File: src/bls_regs.vh
// What this block does
// - First button press lights the status indicator at once.
// - Holding the button steps through test, aim, setup and learn.
// - Release enters the function whose indicator is lit.
// - Test mode shows the good-read rate as a five-indicator bar graph.
// - Test mode read failure blinks only the status indicator.
// - One press during test mode leaves test mode.
// - Test mode ends by itself after three minutes.
// - Aim switches lasers on and blinks the aim indicator while active.
// - After a short aim delay, autofocus starts on software-focus lens variants.
// - A press during aim cancels autofocus and lasers after a short delay.
// - Setup runs calibration and blinks the setup indicator until done.
// - Setup success stores parameters, stops blinking, sounds three short high beeps.
// - Setup failing for five seconds quits unsaved with one long low beep.
// - Learn detects one code; each new learn replaces the last.
// - The learn indicator blinks until learning completes.
// - Learn success stores parameters, lights good-read spot, three high beeps.
// - Learn failing for three minutes quits unsaved with one long low beep.
// - A press during learning stops it at once and returns to idle after a short delay.
// - Errors blink status and ready together while idle, other three indicators off.
// - An option sends diagnostic messages describing the error condition.
// - At startup all five indicators blink for one second.
`ifndef BLS_REGS_VH
`define BLS_REGS_VH

`define BLS_CLK_HZ 40'd50000000

// Register offsets
`define BLS_REG_CTRL 8'h00
`define BLS_REG_EVT 8'h04
`define BLS_REG_RATE 8'h08
`define BLS_REG_STAT 8'h0C

// Control fields
`define BLS_CTRL_LENS 0
`define BLS_CTRL_DIAG 1
`define BLS_CTRL_ERR 2
`define BLS_CTRL_RESET 3'h0

// Event fields, write one to pulse
`define BLS_EVT_READ_GOOD 0
`define BLS_EVT_READ_FAIL 1
`define BLS_EVT_SETUP_OK 2
`define BLS_EVT_LEARN_OK 3

`define BLS_RATE_RESET 7'h00

// Times in their own units
`define BLS_STARTUP_MS 40'd1000
`define BLS_TEST_TIMEOUT_S 40'd180
`define BLS_SETUP_TIMEOUT_S 40'd5
`define BLS_LEARN_TIMEOUT_S 40'd180
`define BLS_STEP_MS 40'd1000
`define BLS_CANCEL_MS 40'd200
`define BLS_BLINK_MS 40'd250
`define BLS_AIM_DELAY_MS 40'd500
`define BLS_BEEP_SHORT_MS 40'd100
`define BLS_BEEP_GAP_MS 40'd100
`define BLS_BEEP_LONG_MS 40'd1000
`define BLS_DEBOUNCE_MS 40'd10

`define BLS_HIGH_BEEPS 2'd3
`define BLS_LOW_BEEPS 2'd1

`endif

File: src/bls_top.v
// Added by the designer: the APB register port and the register addresses.
`timescale 1ns/1ns
`include "bls_regs.vh"

module bls_top #(
	parameter [39:0] STARTUP_CYC = `BLS_STARTUP_MS * `BLS_CLK_HZ / 40'd1000,
	parameter [39:0] TEST_TO_CYC = `BLS_TEST_TIMEOUT_S * `BLS_CLK_HZ,
	parameter [39:0] SETUP_TO_CYC = `BLS_SETUP_TIMEOUT_S * `BLS_CLK_HZ,
	parameter [39:0] LEARN_TO_CYC = `BLS_LEARN_TIMEOUT_S * `BLS_CLK_HZ,
	parameter [39:0] STEP_CYC = `BLS_STEP_MS * `BLS_CLK_HZ / 40'd1000,
	parameter [39:0] CANCEL_CYC = `BLS_CANCEL_MS * `BLS_CLK_HZ / 40'd1000,
	parameter [39:0] BLINK_CYC = `BLS_BLINK_MS * `BLS_CLK_HZ / 40'd1000,
	parameter [39:0] AIM_DLY_CYC = `BLS_AIM_DELAY_MS * `BLS_CLK_HZ / 40'd1000,
	parameter [39:0] BEEP_SHORT_CYC = `BLS_BEEP_SHORT_MS * `BLS_CLK_HZ / 40'd1000,
	parameter [39:0] BEEP_GAP_CYC = `BLS_BEEP_GAP_MS * `BLS_CLK_HZ / 40'd1000,
	parameter [39:0] BEEP_LONG_CYC = `BLS_BEEP_LONG_MS * `BLS_CLK_HZ / 40'd1000,
	parameter [39:0] DEB_CYC = `BLS_DEBOUNCE_MS * `BLS_CLK_HZ / 40'd1000
) (
	input wire sys_clk,
	input wire rst,
	input wire button_in,
	input wire psel,
	input wire penable,
	input wire pwrite,
	input wire [7:0] paddr,
	input wire [31:0] pwdata,
	output reg [31:0] prdata,
	output reg pready,
	output reg pslverr,
	output reg led_status,
	output reg serial_activity_indicator,
	output reg led_trigger,
	output reg led_good,
	output reg led_ready,
	output reg laser_on,
	output reg autofocus_run,
	output reg setup_run,
	output reg setup_store,
	output reg learn_run,
	output reg learn_store,
	output reg good_spot,
	output reg beep_high,
	output reg beep_low,
	output reg diag_msg_req
);
	localparam [9:0] S_STARTUP = 10'h001;
	localparam [9:0] S_IDLE = 10'h002;
	localparam [9:0] S_HOLD = 10'h004;
	localparam [9:0] S_TEST = 10'h008;
	localparam [9:0] S_AIM = 10'h010;
	localparam [9:0] S_AIM_CANCEL = 10'h020;
	localparam [9:0] S_SETUP = 10'h040;
	localparam [9:0] S_LEARN = 10'h080;
	localparam [9:0] S_LEARN_CANCEL = 10'h100;
	localparam [9:0] S_BEEP = 10'h200;

	// Function indicator for a selection: 1 test, 2 aim, 3 setup, 4 learn
	function [4:0] sel_led;
		input [2:0] sel;
		begin
			case (sel)
				3'd1: sel_led = 5'h08;
				3'd2: sel_led = 5'h04;
				3'd3: sel_led = 5'h02;
				3'd4: sel_led = 5'h01;
				default: sel_led = 5'h10;
			endcase
		end
	endfunction

	wire pressed;
	wire press_evt;
	wire release_evt;
	reg [2:0] ctrl;
	reg [6:0] rate;
	reg [3:0] evt;
	reg [9:0] state;
	reg [2:0] sel;
	reg [39:0] tmr;
	reg [39:0] blink_cnt;
	reg blink;
	reg test_fail;
	reg aim_af;
	reg beep_phase;
	reg beep_hi;
	reg [1:0] beeps_left;
	reg err_seen;
	reg [31:0] rd_data;
	reg rd_bad;
	reg [4:0] next_led;
	wire apb_wr;

	bls_debounce #(
		.DEB_CYC(DEB_CYC)
	) u_deb (
		.sys_clk(sys_clk),
		.rst(rst),
		.button_in(button_in),
		.pressed(pressed),
		.press_evt(press_evt),
		.release_evt(release_evt)
	);

	assign apb_wr = psel & penable & pwrite & pready;

	always @* begin
		rd_bad = 1'b0;
		case (paddr)
			`BLS_REG_CTRL: rd_data = {29'h0, ctrl};
			`BLS_REG_EVT: rd_data = 32'h0;
			`BLS_REG_RATE: rd_data = {25'h0, rate};
			`BLS_REG_STAT: rd_data = {11'h0, pressed, good_spot, test_fail, state, sel, led_status,
				serial_activity_indicator, led_trigger, led_good, led_ready};
			default: begin
				rd_data = 32'h0;
				rd_bad = 1'b1;
			end
		endcase
	end

	// APB slave, answers in the first access cycle
	always @(posedge sys_clk or posedge rst) begin
		if (rst) begin
			pready <= 1'b0;
			pslverr <= 1'b0;
			prdata <= 32'h0;
			ctrl <= `BLS_CTRL_RESET;
			rate <= `BLS_RATE_RESET;
			evt <= 4'h0;
		end else begin
			pready <= psel & ~penable & ~pready;
			evt <= 4'h0;
			if (psel & ~penable) begin
				pslverr <= rd_bad;
				prdata <= pwrite ? 32'h0 : rd_data;
			end else if (~psel) begin
				pslverr <= 1'b0;
			end
			if (apb_wr & ~pslverr) begin
				case (paddr)
					`BLS_REG_CTRL: ctrl <= pwdata[2:0];
					`BLS_REG_EVT: evt <= pwdata[3:0];
					`BLS_REG_RATE: rate <= pwdata[6:0];
					default: ;
				endcase
			end
		end
	end

	// Free-running blink phase
	always @(posedge sys_clk or posedge rst) begin
		if (rst) begin
			blink_cnt <= 40'h0;
			blink <= 1'b1;
		end else if (blink_cnt >= BLINK_CYC - 40'h1) begin
			blink_cnt <= 40'h0;
			blink <= ~blink;
		end else begin
			blink_cnt <= blink_cnt + 40'h1;
		end
	end

	// Sequencer
	always @(posedge sys_clk or posedge rst) begin
		if (rst) begin
			state <= S_STARTUP;
			sel <= 3'd0;
			tmr <= 40'h0;
			test_fail <= 1'b0;
			aim_af <= 1'b0;
			beep_phase <= 1'b0;
			beep_hi <= 1'b0;
			beeps_left <= 2'd0;
			good_spot <= 1'b0;
			setup_store <= 1'b0;
			learn_store <= 1'b0;
		end else begin
			tmr <= tmr + 40'h1;
			setup_store <= 1'b0;
			learn_store <= 1'b0;
			case (state)
				S_STARTUP: begin
					if (tmr >= STARTUP_CYC - 40'h1) begin
						state <= S_IDLE;
						tmr <= 40'h0;
					end
				end
				S_IDLE: begin
					if (press_evt) begin
						state <= S_HOLD;
						sel <= 3'd0;
						tmr <= 40'h0;
					end
				end
				S_HOLD: begin
					if (release_evt) begin
						tmr <= 40'h0;
						test_fail <= 1'b0;
						aim_af <= 1'b0;
						case (sel)
							3'd1: state <= S_TEST;
							3'd2: state <= S_AIM;
							3'd3: state <= S_SETUP;
							3'd4: begin
								state <= S_LEARN;
								good_spot <= 1'b0;
							end
							default: state <= S_IDLE;
						endcase
					end else if (tmr >= STEP_CYC - 40'h1) begin
						tmr <= 40'h0;
						sel <= (sel == 3'd4) ? 3'd1 : sel + 3'd1;
					end
				end
				S_TEST: begin
					if (evt[`BLS_EVT_READ_FAIL]) begin
						test_fail <= 1'b1;
					end else if (evt[`BLS_EVT_READ_GOOD]) begin
						test_fail <= 1'b0;
					end
					if (press_evt || tmr >= TEST_TO_CYC - 40'h1) begin
						state <= S_IDLE;
						tmr <= 40'h0;
					end
				end
				S_AIM: begin
					if (ctrl[`BLS_CTRL_LENS] && tmr >= AIM_DLY_CYC - 40'h1) begin
						aim_af <= 1'b1;
					end
					if (press_evt) begin
						state <= S_AIM_CANCEL;
						tmr <= 40'h0;
					end
				end
				S_AIM_CANCEL: begin
					if (tmr >= CANCEL_CYC - 40'h1) begin
						state <= S_IDLE;
						aim_af <= 1'b0;
						tmr <= 40'h0;
					end
				end
				S_SETUP: begin
					if (evt[`BLS_EVT_SETUP_OK]) begin
						setup_store <= 1'b1;
						state <= S_BEEP;
						beep_hi <= 1'b1;
						beeps_left <= `BLS_HIGH_BEEPS;
						beep_phase <= 1'b1;
						tmr <= 40'h0;
					end else if (tmr >= SETUP_TO_CYC - 40'h1) begin
						state <= S_BEEP;
						beep_hi <= 1'b0;
						beeps_left <= `BLS_LOW_BEEPS;
						beep_phase <= 1'b1;
						tmr <= 40'h0;
					end
				end
				S_LEARN: begin
					if (press_evt) begin
						state <= S_LEARN_CANCEL;
						tmr <= 40'h0;
					end else if (evt[`BLS_EVT_LEARN_OK]) begin
						learn_store <= 1'b1;
						good_spot <= 1'b1;
						state <= S_BEEP;
						beep_hi <= 1'b1;
						beeps_left <= `BLS_HIGH_BEEPS;
						beep_phase <= 1'b1;
						tmr <= 40'h0;
					end else if (tmr >= LEARN_TO_CYC - 40'h1) begin
						state <= S_BEEP;
						beep_hi <= 1'b0;
						beeps_left <= `BLS_LOW_BEEPS;
						beep_phase <= 1'b1;
						tmr <= 40'h0;
					end
				end
				S_LEARN_CANCEL: begin
					if (tmr >= CANCEL_CYC - 40'h1) begin
						state <= S_IDLE;
						tmr <= 40'h0;
					end
				end
				S_BEEP: begin
					if (beep_phase) begin
						if (tmr >= (beep_hi ? BEEP_SHORT_CYC : BEEP_LONG_CYC) - 40'h1) begin
							beep_phase <= 1'b0;
							beeps_left <= beeps_left - 2'd1;
							tmr <= 40'h0;
						end
					end else if (tmr >= BEEP_GAP_CYC - 40'h1) begin
						tmr <= 40'h0;
						if (beeps_left == 2'd0) begin
							state <= S_IDLE;
						end else begin
							beep_phase <= 1'b1;
						end
					end
				end
				default: begin
					state <= S_IDLE;
					tmr <= 40'h0;
				end
			endcase
		end
	end

	// Indicator pattern: status, serial, trigger, good, ready
	always @* begin
		case (state)
			S_STARTUP: next_led = {5{blink}};
			S_IDLE: next_led = ctrl[`BLS_CTRL_ERR] ? {blink, 3'h0, blink} : 5'h00;
			S_HOLD: next_led = sel_led(sel);
			S_TEST: begin
				if (test_fail) begin
					next_led = {blink, 4'h0};
				end else begin
					next_led = {rate >= 7'd100, rate >= 7'd80, rate >= 7'd60, rate >= 7'd40,
						rate >= 7'd20};
				end
			end
			S_AIM, S_AIM_CANCEL: next_led = sel_led(3'd2) & {5{blink}};
			S_SETUP: next_led = sel_led(3'd3) & {5{blink}};
			S_LEARN, S_LEARN_CANCEL: next_led = sel_led(3'd4) & {5{blink}};
			default: next_led = 5'h00;
		endcase
	end

	// Registered outputs
	always @(posedge sys_clk or posedge rst) begin
		if (rst) begin
			led_status <= 1'b0;
			serial_activity_indicator <= 1'b0;
			led_trigger <= 1'b0;
			led_good <= 1'b0;
			led_ready <= 1'b0;
			laser_on <= 1'b0;
			autofocus_run <= 1'b0;
			setup_run <= 1'b0;
			learn_run <= 1'b0;
			beep_high <= 1'b0;
			beep_low <= 1'b0;
			diag_msg_req <= 1'b0;
			err_seen <= 1'b0;
		end else begin
			led_status <= next_led[4];
			serial_activity_indicator <= next_led[3];
			led_trigger <= next_led[2];
			led_good <= next_led[1];
			led_ready <= next_led[0];
			laser_on <= (state == S_AIM) | (state == S_AIM_CANCEL);
			autofocus_run <= aim_af;
			setup_run <= (state == S_SETUP);
			learn_run <= (state == S_LEARN);
			beep_high <= (state == S_BEEP) & beep_phase & beep_hi;
			beep_low <= (state == S_BEEP) & beep_phase & ~beep_hi;
			err_seen <= ctrl[`BLS_CTRL_ERR];
			diag_msg_req <= ctrl[`BLS_CTRL_DIAG] & ctrl[`BLS_CTRL_ERR] & ~err_seen;
		end
	end
endmodule // bls_top

File: src/bls_debounce.v
`timescale 1ns/1ns
`include "bls_regs.vh"

module bls_debounce #(
	parameter [39:0] DEB_CYC = 40'd500000
) (
	input wire sys_clk,
	input wire rst,
	input wire button_in,
	output reg pressed,
	output reg press_evt,
	output reg release_evt
);
	reg sync1;
	reg sync2;
	reg sync3;
	reg [39:0] cnt;

	// Three-stage synchroniser, stable only when stages two and three agree
	always @(posedge sys_clk or posedge rst) begin
		if (rst) begin
			sync1 <= 1'b0;
			sync2 <= 1'b0;
			sync3 <= 1'b0;
			cnt <= 40'h0;
			pressed <= 1'b0;
			press_evt <= 1'b0;
			release_evt <= 1'b0;
		end else begin
			sync1 <= button_in;
			sync2 <= sync1;
			sync3 <= sync2;
			press_evt <= 1'b0;
			release_evt <= 1'b0;
			if (sync2 != sync3 || sync3 == pressed) begin
				cnt <= 40'h0;
			end else if (cnt >= DEB_CYC - 40'h1) begin
				cnt <= 40'h0;
				pressed <= sync3;
				press_evt <= sync3;
				release_evt <= ~sync3;
			end else begin
				cnt <= cnt + 40'h1;
			end
		end
	end
endmodule // bls_debounce

File: config.mk
export PLATFORM = sky130hd
export DESIGN_NAME = bls_top
export DESIGN_NICKNAME = d
export VERILOG_FILES = /design/src/bls_top.v /design/src/bls_debounce.v
export VERILOG_INCLUDE_DIRS = /design/src
export SDC_FILE = /design/constraint.sdc
export NUM_CORES = 1
export LEC_CHECK = 0
export ABC_AREA = 0
export BUFFER_PORTS_ARGS = -buffer_cell sky130_fd_sc_hd__clkbuf_2
export CAP_MARGIN = 15
export CORE_MARGIN = 1
export CORE_UTILIZATION = 50
export CTS_CLUSTER_SIZE = 30
export DETAILED_ROUTE_END_ITERATION = 10
export GPL_TIMING_DRIVEN = 0
export PLACE_DENSITY_LB_ADDON = 0.3
export SETUP_SLACK_MARGIN = 0.02
export SLEW_MARGIN = 5
export SYNTH_ARGS = -nofsm -noshare
export SYNTH_HDL_FRONTEND = slang
export SYNTH_HIERARCHICAL = 1
export SYNTH_SLANG_ARGS = --single-unit
export TNS_END_PERCENT = 30
File: constraint.sdc
create_clock -name sys_clk -period 15.6 [get_ports sys_clk]
set_input_delay 3.9 -clock sys_clk [delete_from_list [all_inputs] [get_ports sys_clk]]
set_output_delay 3.9 -clock sys_clk [all_outputs]
set_load 0.01 [all_outputs]
==> run metrics, run 1 <==
endpoints failing setup=0; max cap viols=0; Final Cycle Share=36.4%; Synth Warn #=6; fraction of registers with async set/reset=100%; internal power=0.790 mW; final hold vios=0; Yosys top cell area share=51.0%; Area Overhead vs Synth=14.8%; CTS Buf Count=17; first-pass GRT wire length=34,500 um; CTS sink count=199; Worst Clk Skew=0.0156 ns; P_leak=5.14 nW; Die Height=141 um; H-Tree Depth=4; worst slew pin tran=1.08 ns; flop-to-flop setup slack=12.10 ns; Tot GR Track Use=21.9%; syn_area_per_cell=10.1 sq um; Final Critical Period=5.67 ns; post-DR vias/cell=5.43; worst skew pair latency=0.44 ns; Reg power frac=48.8%; Post-synth top flop=dfrtp_1; die area=0.0199 sq mm; placer congestion estimate=0.929; post-synthesis cell area=0.00966 sq mm; initial antenna violation count=0; critical path capture point type=flip-flop; reg2reg start=tmr[20]$_DFF_PP0_; pins over their slew limit=0; Final ANT Viol Nets=0; Metal-1 WL=9510 um; Startpoint Class=input port; CTS tree=yes; RSZ-0062 raised after global routing=false; drt drc=0; Post-synth EDFFs=0; root buf cell=clkbuf_16; Max clock buf depth=2; Synth Instances=958; critical path required time=15.97 ns; switching power=0.329 mW; I/O Pins=95; combinational share of power=12.9%; vias in the first global route=7,077; Fill cells=1,618; outcome=completed; Nets=1,150; FF-to-FF End=tmr[31]$_DFF_PP0_; final wirelength=20,300 um; Arrival @ worst endpoint=6.05 ns; sequential area share after synthesis=51.6%; vias=7,361; pin count of the biggest net entering global routing=87; TNS Setup=0 ns; kind of critical path=in2reg; worst min path class=reg2reg; worst hold margin=0.353 ns; synth top area cells=dfrtp_1 (51%), nor2_1 (5.4%), xor2_1 (4.2%), nand2_1 (3.1%), ha_1 (2.8%); met2 WL=9370 um; synth unique cells=74; cts repair resizes=0; site row count=50; CP startpoint=paddr[5]; WL/cell=15.0 um; 1st-iter DRT viols=618; Core Util, Final=58.9%; cell taking the most area after synthesis=dfrtp_1; First-pass DRT Iterations=7; hold depth=0; Highest Signal Layer=met4; Fmax achieved=176 MHz; Die X=141 um; port buffer count=57; Hold Buf Count CTS=0; wire length on met3=941 um; Pwr Density=101 mW/mm^2; post-DP HPWL=14,600 um; grt ovf=0; number of synthesized register bits=199; Ant. Diodes=0; CTS clk-pin slew, worst paths=0.08 ns; Peak VDD IR=75.2 uV; Initial Utilization=51.3%; clock share of power=38.3%; Net Sw Frac=29.4%; fraction of layout cells with a size suffix above 1=13.2%; Worst R2R Path Depth=10; Core ar.=0.0188 sq mm; Crit Path Max Fanout=10; Critical Path Sink=prdata[10]$_DFFE_PP0P_; slew margin rel.=27.2%; Setup Fix Bufs, Post-CTS=0
==> layout by cell type (no fill, tap or decap), drive strengths merged, types with 5 or more instances in the layout <==
master	count
o31ai	5
nand2	79
and3	12
and2	13
or3	12
nor2	138
a21oi	31
nor3	20
conb	48
a22o	15
and4	7
nand4	31
dfrtp	197
nor4	19
o21ai	27
a21o	6
ha	22
mux2i	8
mux2	15
a31oi	7
inv	37
xnor2	28
o211ai	9
xor2	46
clkinv	6
a211o	6
nand2b	8
a211oi	8
nand3	43
o2111ai	5
clkbuf	105
buf	20
==> worst min-delay path by stage <==
stage | endpoint | slack (ns) | start
CTS | u_deb/sync2$_DFF_PP0_ | 0.35 | u_deb/sync1$_DFF_PP0_
floorplan | u_deb/sync2$_DFF_PP0_ | 0.33 | u_deb/sync1$_DFF_PP0_
finish | u_deb/sync2$_DFF_PP0_ | 0.35 | u_deb/sync1$_DFF_PP0_
detailed placement | u_deb/sync2$_DFF_PP0_ | 0.34 | u_deb/sync1$_DFF_PP0_
global route | u_deb/sync2$_DFF_PP0_ | 0.36 | u_deb/sync1$_DFF_PP0_
global placement | u_deb/sync2$_DFF_PP0_ | 0.33 | u_deb/sync1$_DFF_PP0_
==> cells by family after synthesis <==
group | share of synthesized area (%)
AO/OA/AOI/OAI | 10.6
XOR/XNOR | 6.71
adder cells (fa/ha/maj) | 2.85
buffers and inverters | 3.77
flip-flops | 51.6
multiplexers | 2.69
other | 0.0777
AND/OR/NAND/NOR | 21.7
==> critical path, cell delays in order <==
cell	delay, ns
clkbuf_2	0.08
nor4_1	0.27
nand2_1	0.13
or2_2	0.33
or3_1	0.42
nor2_1	0.34
clkbuf_1	0.38
a22o_1	0.19
==> metal layers <==
metal  GRT usage (%)  up-vias
met3            4.42       46
met5               0        -
li1                -     3579
met1            30.5     3519
met4            8.47        0
met2            33.8      217
==> synth_stat cells (19+ instances only) <==
master / instances
nand3_1: 42
nor2_1: 138
xor2_1: 46
clkbuf_1: 30
o21ai_0: 27
ha_1: 22
inv_1: 30
nand2_1: 79
dfrtp_1: 197
xnor2_1: 28
nand4_1: 30
a21oi_1: 31
nor3_1: 19
==> cell type report <==
class                      count  area, sq um  area share, %
buffer                        49          251           2.27
clock buffer                  17          425           3.84
clock inverter                15          156           1.41
inverter                      30          118           1.06
multi-input combinational    726         4490           40.5
sequential                   199         4980           44.9
tap                          260          325           2.93
timing repair buffer          59          333           3.00
==> through the flow <==
stage	worst slack [ns]	area, sq um	total power [mW]	instances
3_3_place_gp	5.95	10400	0.697	1321
2_1_floorplan	7.58	9830	0.651	1004
5_1_grt	9.76	11100	1.17	1355
4_1_cts	9.96	11100	1.13	1355
6_report	9.93	11100	1.12	1355
3_5_place_dp	9.51	10500	0.700	1323
==> state kept, by name (all words and copies together), names as in the netlist, 2 cells and up <==
signal      cells
blink_cnt      40
tmr            40
u_deb/cnt      40
prdata         21
state          10
rate            7
evt             4
ctrl            3
sel             3
beeps_left      2
==> power by group through the flow <==
stage	clock network [mW]	logic, mW	registers (mW)
finish	0.429	0.144	0.545
floorplan	0	0.0996	0.552
CTS	0.438	0.145	0.545
global route	0.459	0.162	0.548
global placement	0	0.142	0.555
detailed placement	0	0.145	0.555
Power figures use the tool's default switching activity.
==> run 2, diff against run 1 <==
--- a/config.mk
+++ b/config.mk
@@ -6,7 +6,7 @@
 export SDC_FILE = /design/constraint.sdc
 export NUM_CORES = 1
 export LEC_CHECK = 0
-export ABC_AREA = 0
+export ABC_AREA = 1
 export BUFFER_PORTS_ARGS = -buffer_cell sky130_fd_sc_hd__clkbuf_2
 export CAP_MARGIN = 15
 export CORE_MARGIN = 1
==> constraint.sdc (replaced) <==
create_clock -name sys_clk -period 5.6 [get_ports sys_clk]
set_input_delay 1.4 -clock sys_clk [delete_from_list [all_inputs] [get_ports sys_clk]]
set_output_delay 1.4 -clock sys_clk [all_outputs]
set_load 0.01 [all_outputs]
==> run 2 against run 1 <==
Against the previous run: register-to-register slack got worse by 9.4 ns; cell count grew 38%; sequential power grew to 2.8 times the previous value; worst setup slack worse by 7.2 ns; worst hold slack improved by 0.046 ns; synthesized cell count grew 52%; critical path depth is 7 higher; sequential cell count unchanged; non-clock buffer count down 13; first-iteration DRC count is 51% higher; combinational power grew to 7.8 times the previous value; sequential share of layout area fell by 5.7 points.
==> run metrics, run 2 <==
CTS Buf Count=17; CTS sink count=199; grt ovf=0; reg2reg start=beep_hi$_DFFE_PP0P_; drt drc=0; Die Height=152 um; flop-to-flop setup slack=2.71 ns; Final Critical Period=2.89 ns; kind of critical path=reg2reg; pre-CTS setup slack=2.38 ns; Nets=1,648; CTS tree=yes; Synth Warn #=6; combinational share of power=28.4%; RSZ-0062 raised after global routing=false; Crit path max-delay family=simple AND/OR/NAND/NOR gates; Net Sw Frac=37.3%; first-pass GRT wire length=45,300 um; commonest non-fill, non-tap cell in the layout=nand2_1; final hold vios=0; Post-synth top cells=nand2_1 (328), dfrtp_1 (197), nor2_1 (197); critical path required time=5.97 ns; pins over their slew limit=0; synth unique cells=53; Ant. Diodes=0; top flop regs=blink_cnt x40, tmr x40, u_deb/cnt x40; Hold Buf Count CTS=0; number of synthesized register bits=199; max cap viols=0; Final Cycle Share=51.6%; commonest cells after routing, fill and taps aside=nand2_1 (328), nor2_1 (197), dfrtp_1 (197), inv_1 (181), nand3_1 (113); Yosys top cell area share=44.0%; Initial Utilization=51.1%; cell taking the most area after synthesis=dfrtp_1; H-Tree Depth=4; cts repair resizes=0; First-pass DRT Iterations=8; Worst R2R Path Depth=15; initial antenna violation count=0; hold depth=0; Arrival @ worst endpoint=3.26 ns; slew margin rel.=56.2%; syn_area_per_cell=7.69 sq um; post-DP HPWL=20,800 um; clock share of power=32.6%; FF+latch area=0.00498 sq mm; fraction of registers with async set/reset=100%; worst min path class=reg2reg; most frequent cell after synthesis=nand2_1; Synth Instances=1,456; endpoints failing setup=0; P_leak=6.02 nW; post-synthesis cell area=0.0112 sq mm; Area Overhead vs Synth=13.3%; Die X=152 um; switching power=1.49 mW; port buffer count=57; Tot GR Track Use=25.3%; Final ANT Viol Nets=0; Max clock buf depth=2; root buf cell=clkbuf_16; Setup Fix Bufs, Post-CTS=0; critical path capture point type=flip-flop; CP Cell Sequence=inv_1 > ha_1 > or2_2 > nand3_1 > nand2_1 > nand2_1 > nand2_1 > nand2_1 > nand3_1 > nand2_1 > nand2_1 > nor2_1 > nor2_4 > buf_6 > nor2_2; vias in the first global route=9,230; Peak VDD IR=185 uV; post-DR vias/cell=5.27; Core ar.=0.0219 sq mm; FF-to-FF End=tmr[20]$_DFF_PP0_; outcome=completed; Hold EP=u_deb/sync2$_DFF_PP0_; fin worst setup slack=2.71 ns; Reg power frac=39.0%; worst skew pair latency=0.44 ns; CTS clk-pin slew, worst paths=0.09 ns; Crit Path Max Fanout=12; CP most frequent cell=nand2_1; Post-synth EDFFs=0; site row count=54; Worst Clk Skew=0.0208 ns; Final Power=3.98 mW; TNS Setup=0 ns; Buf/Inv on CP=2; Slowest cell on crit path=dfrtp_1; worst slew pin tran=0.651 ns; internal power=2.50 mW; synth top area cells=dfrtp_1 (44%), nand2_1 (11%), nor2_1 (6.6%), inv_1 (6.1%), nand3_1 (5.1%); fraction of layout cells with a size suffix above 1=14.4%; Fmax achieved=346 MHz; 1st-iter DRT viols=935; die area=0.0230 sq mm; Fill cells=2,025; Critical Path Max Stage Delay=0.68 ns; hold_sp=u_deb/sync1$_DFF_PP0_; WL/cell=14.7 um; final wirelength=27,500 um; sequential area share after synthesis=44.5%; multi-input logic area=0.00542 sq mm; Pwr Density=314 mW/mm^2; Startpoint Class=flip-flop; placer congestion estimate=0.964; vias=9,864; I/O Pins=95; pin count of the biggest net entering global routing=78; Post-synth top flop=dfrtp_1
run 2: cell families after synthesis:
| family | Yosys count | synth area share (%) |
|---|---|---|
| xor gates and xnor gates | 23 | 1.80 |
| AOI/OAI and AO/OA | 137 | 7.41 |
| buffers and inverters | 228 | 8.63 |
| DFF | 199 | 44.5 |
| other | 2 | 0.0671 |
| adders and majority gates | 22 | 2.46 |
| and+or+nand+nor | 845 | 35.1 |
run 2: area by class of cell:
class / count / share of cell area [%]
Multi-Input combinational cell: 1075 / 42.7
Buffer: 36 / 1.93
Inverter: 192 / 5.74
Sequential cell: 199 / 39.3
Timing Repair Buffer: 59 / 2.62
Tap cell: 280 / 2.76
Clock inverter: 15 / 1.58
Clock buffer: 17 / 3.35
run 2: per-stage QoR:
stage               util [%]  instances  hold WS (ns)  instance area [sq um]
floorplan                  -       1502         0.331                  11400
global placement        54.8       1839         0.362                  12000
detailed placement      55.1       1841         0.377                  12100
CTS                     57.9       1873         0.406                  12700
global route            57.9       1873         0.403                  12700
finish                  57.9       1873         0.399                  12700
run 2: worst reg2reg max path: stages, from the launching register on:
cell and delay [ns]:
dfrtp_1 0.68, inv_1 0.23, ha_1 0.34, or2_2 0.27
nand3_1 0.08, nand2_1 0.05, nand2_1 0.05, nand2_1 0.05
nand2_1 0.05, nand3_1 0.08, nand2_1 0.08, nand2_1 0.11
nor2_1 0.34, nor2_4 0.11, buf_6 0.18, nor2_2 0.12
run 2: routing by layer:
metal  share of wire [%]  track usage (%)  wire length [um]
met3                 6.1             4.31              1690
met4                 2.0             8.81               546
met1                  46             34.8             12600
met2                  46             40.3             12700
met5                   0                0                 0
run 2: how the worst max path moves through the flow:
stage / start / to / slack (ns) / cells past startpoint
floorplan: rst / aim_af$_DFFE_PP0P_ / 0.08 / 1
global placement: rst / beep_phase$_DFFE_PP0P_ / -1.76 / 2
detailed placement: paddr[7] / rate[2]$_DFFE_PP0P_ / 2.38 / 12
CTS: beep_hi$_DFFE_PP0P_ / tmr[38]$_DFF_PP0_ / 2.74 / 15
global route: paddr[5] / rate[2]$_DFFE_PP0P_ / 2.50 / 12
finish: beep_hi$_DFFE_PP0P_ / tmr[20]$_DFF_PP0_ / 2.71 / 15
run 2: power by group through the flow:
stage               Combinational, mW  Sequential, mW  Clock [mW]
global route                     1.23            1.56        1.38
global placement                 1.11            1.58           0
detailed placement               1.13            1.58           0
CTS                              1.13            1.55        1.32
finish                           1.13            1.55        1.30
floorplan                       0.788            1.57           0
==> run 3, diff against run 2 <==
--- a/config.mk
+++ b/config.mk
@@ -6,7 +6,7 @@
 export SDC_FILE = /design/constraint.sdc
 export NUM_CORES = 1
 export LEC_CHECK = 0
-export ABC_AREA = 1
+export ABC_AREA = 0
 export BUFFER_PORTS_ARGS = -buffer_cell sky130_fd_sc_hd__clkbuf_2
 export CAP_MARGIN = 15
 export CORE_MARGIN = 1
==> constraint.sdc (replaced) <==
create_clock -name sys_clk -period 2.95 [get_ports sys_clk]
set_input_delay 0.7375 -clock sys_clk [delete_from_list [all_inputs] [get_ports sys_clk]]
set_output_delay 0.7375 -clock sys_clk [all_outputs]
set_load 0.01 [all_outputs]
==> run 3 against run 2 <==
Against the previous run: first-iteration DRC count is 37% lower; sequential share of layout area up 4.2 points; wire length is 23% lower; utilization increased by 2.9 points; sequential cell count unchanged; count of clock-buffer cells in the layout is 1 higher; worst hold slack worse by 0.17 ns; global-route usage is 3.2 points lower; die area decreased by 14%; critical endpoint is now state[1]$_DFFE_PP0P_; largest cell class is now registers; largest power group unchanged.
==> run metrics, run 3 (synthesis gave the netlist of run 1 again) <==
FF-to-FF End=state[1]$_DFFE_PP0P_; clock share of power=38.7%; top flop regs=blink_cnt x40, tmr x40, u_deb/cnt x40; Nets=1,166; initial antenna violation count=0; vias in the first global route=7,030; Final ANT Viol Nets=0; placer congestion estimate=0.910; commonest cells after routing, fill and taps aside=dfrtp_1 (196), nor2_1 (136), nand2_1 (79), clkbuf_2 (66), conb_1 (48); Pwr Density=543 mW/mm^2; die area=0.0199 sq mm; post-DP HPWL=14,900 um; fraction of layout cells with a size suffix above 1=17.4%; worst slew pin tran=0.814 ns; root buf cell=clkbuf_16; Worst R2R Path Depth=10; Final Cycle Share=99.7%; 1st-iter DRT viols=589; drt drc=0; Core ar.=0.0188 sq mm; I/O Pins=95; switching power=1.77 mW; pins over their slew limit=0; WL/cell=15.4 um; Area Overhead vs Synth=18.5%; Fill cells=1,540; Finished Cell Area=0.0115 sq mm; multi-input logic area=0.00462 sq mm; port buffer count=57; Hold Buf Count CTS=0; commonest non-fill, non-tap cell in the layout=dfrtp_1; outcome=completed; CTS sink count=199; worst skew pair latency=0.44 ns; worst min path class=in2async; site row count=50; P_leak=5.35 nW; Reg power frac=46.4%; final wirelength=21,100 um; endpoints failing setup=0; DP Area=0.0106 sq mm; Final Critical Period=2.94 ns; RSZ-0062 raised after global routing=true; Fmax achieved=340 MHz; combinational share of power=14.8%; Worst Clk Skew=0.0129 ns; CTS clk-pin slew, worst paths=0.08 ns; reg2reg start=tmr[11]$_DFF_PP0_; Critical Path Sink=state[1]$_DFFE_PP0P_; grt ovf=0; internal power=4.45 mW; critical path capture point type=flip-flop; first-pass GRT wire length=34,700 um; post-DR vias/cell=5.47; Peak VDD IR=418 uV; pre-CTS setup slack=-0.503 ns; CTS Buf Count=17; Die Height=141 um; pin count of the biggest net entering global routing=43; max cap viols=0; Ant. Diodes=0; Max clock buf depth=2; fin worst setup slack=0.00996 ns; FF+latch area=0.00498 sq mm; vias=7,506; Startpoint Class=flip-flop; Initial Utilization=51.3%; CTS tree=yes; slew margin rel.=45.6%; kind of critical path=reg2reg; final hold vios=0; flop-to-flop setup slack=0.01 ns; Tot GR Track Use=22.1%; H-Tree Depth=4; Net Sw Frac=28.5%; First-pass DRT Iterations=6; critical path required time=3.27 ns; CP startpoint=tmr[11]$_DFF_PP0_; Crit Path Max Fanout=10; Arrival @ worst endpoint=3.26 ns; Die X=141 um
==> run 3: cell count changes in the layout (fill, tap and decap cells not counted), sizes merged, moves of 19 or more <==
cell	previous run	this run
inv	199	35
xor2	20	46
nand2	334	79
nand3	116	43
clkbuf	82	101
nor3	58	20
o21ai	57	27
nor2	263	138
xnor2	3	28
==> run 3: routing by layer <==
| metal | vias up | routed length, um | GRT usage (%) |
|---|---|---|---|
| li1 | 3608 | - | - |
| met1 | 3625 | 9570 | 30.8 |
| met2 | 237 | 10100 | 34.6 |
| met3 | 36 | 1050 | 4.14 |
| met4 | 0 | 405 | 8.12 |
| met5 | - | 0 | 0 |
==> run 3: worst min path at each step <==
stage	endpoint	slack (ns)	cells past startpoint
3_3_place_gp	u_deb/sync2$_DFF_PP0_	0.34	0
4_1_cts	u_deb/sync2$_DFF_PP0_	0.22	2
3_5_place_dp	u_deb/sync2$_DFF_PP0_	0.34	0
2_1_floorplan	u_deb/sync2$_DFF_PP0_	0.33	0
5_1_grt	u_deb/sync2$_DFF_PP0_	0.24	2
6_report	u_deb/sync2$_DFF_PP0_	0.23	2
==> run 3: stage by stage <==
step	TNS, ns	hold WS [ns]	util, %	std cells	total power [mW]
global placement	-118.83	0.339	55.5	1321	3.69
detailed placement	-18.81	0.343	56.1	1327	3.72
CTS	-0.0615	0.220	59.7	1359	6.17
global route	-0.501	0.237	60.8	1371	6.46
floorplan	0	0.331	-	1004	3.44
finish	0	0.228	60.8	1371	6.22
==> run 3: what timing repair did <==
item / 4_1_cts / 5_1_grt
endpoints found under the hold margin: 0 / 0
buffers inserted: 1 / 12
setup endpoints to repair: 52 / 52
gates resized for setup: 23 / 41
pin swaps: 3 / 7
==> run 3: power groups by stage <==
stage	Sequential [mW]	Combinational, mW	Clock, mW
6_report	2.89	0.923	2.41
5_1_grt	2.90	1.01	2.56
4_1_cts	2.89	0.832	2.45
3_5_place_dp	2.94	0.780	0
3_3_place_gp	2.94	0.750	0
2_1_floorplan	2.92	0.527	0
==> run 3: cell type report <==
class / count / share of cell area (%)
clock buffers: 18 / 3.75
multi-input cells: 726 / 40.3
clock inverters: 14 / 1.64
inverters: 30 / 1.02
well taps: 260 / 2.84
plain buffers: 48 / 2.59
repair buffers: 76 / 4.31
flip-flops and latches: 199 / 43.5
==> run 3: critical path: stages, from the launching register on <==
cell	delay (ns)
dfrtp_1	0.40
clkbuf_2	0.20
or3_1	0.38
o211ai_1	0.19
a31oi_1	0.09
o31ai_2	0.38
or3_1	0.20
nand4_1	0.13
or3b_1	0.41
buf_6	0.15
mux2_4	0.29
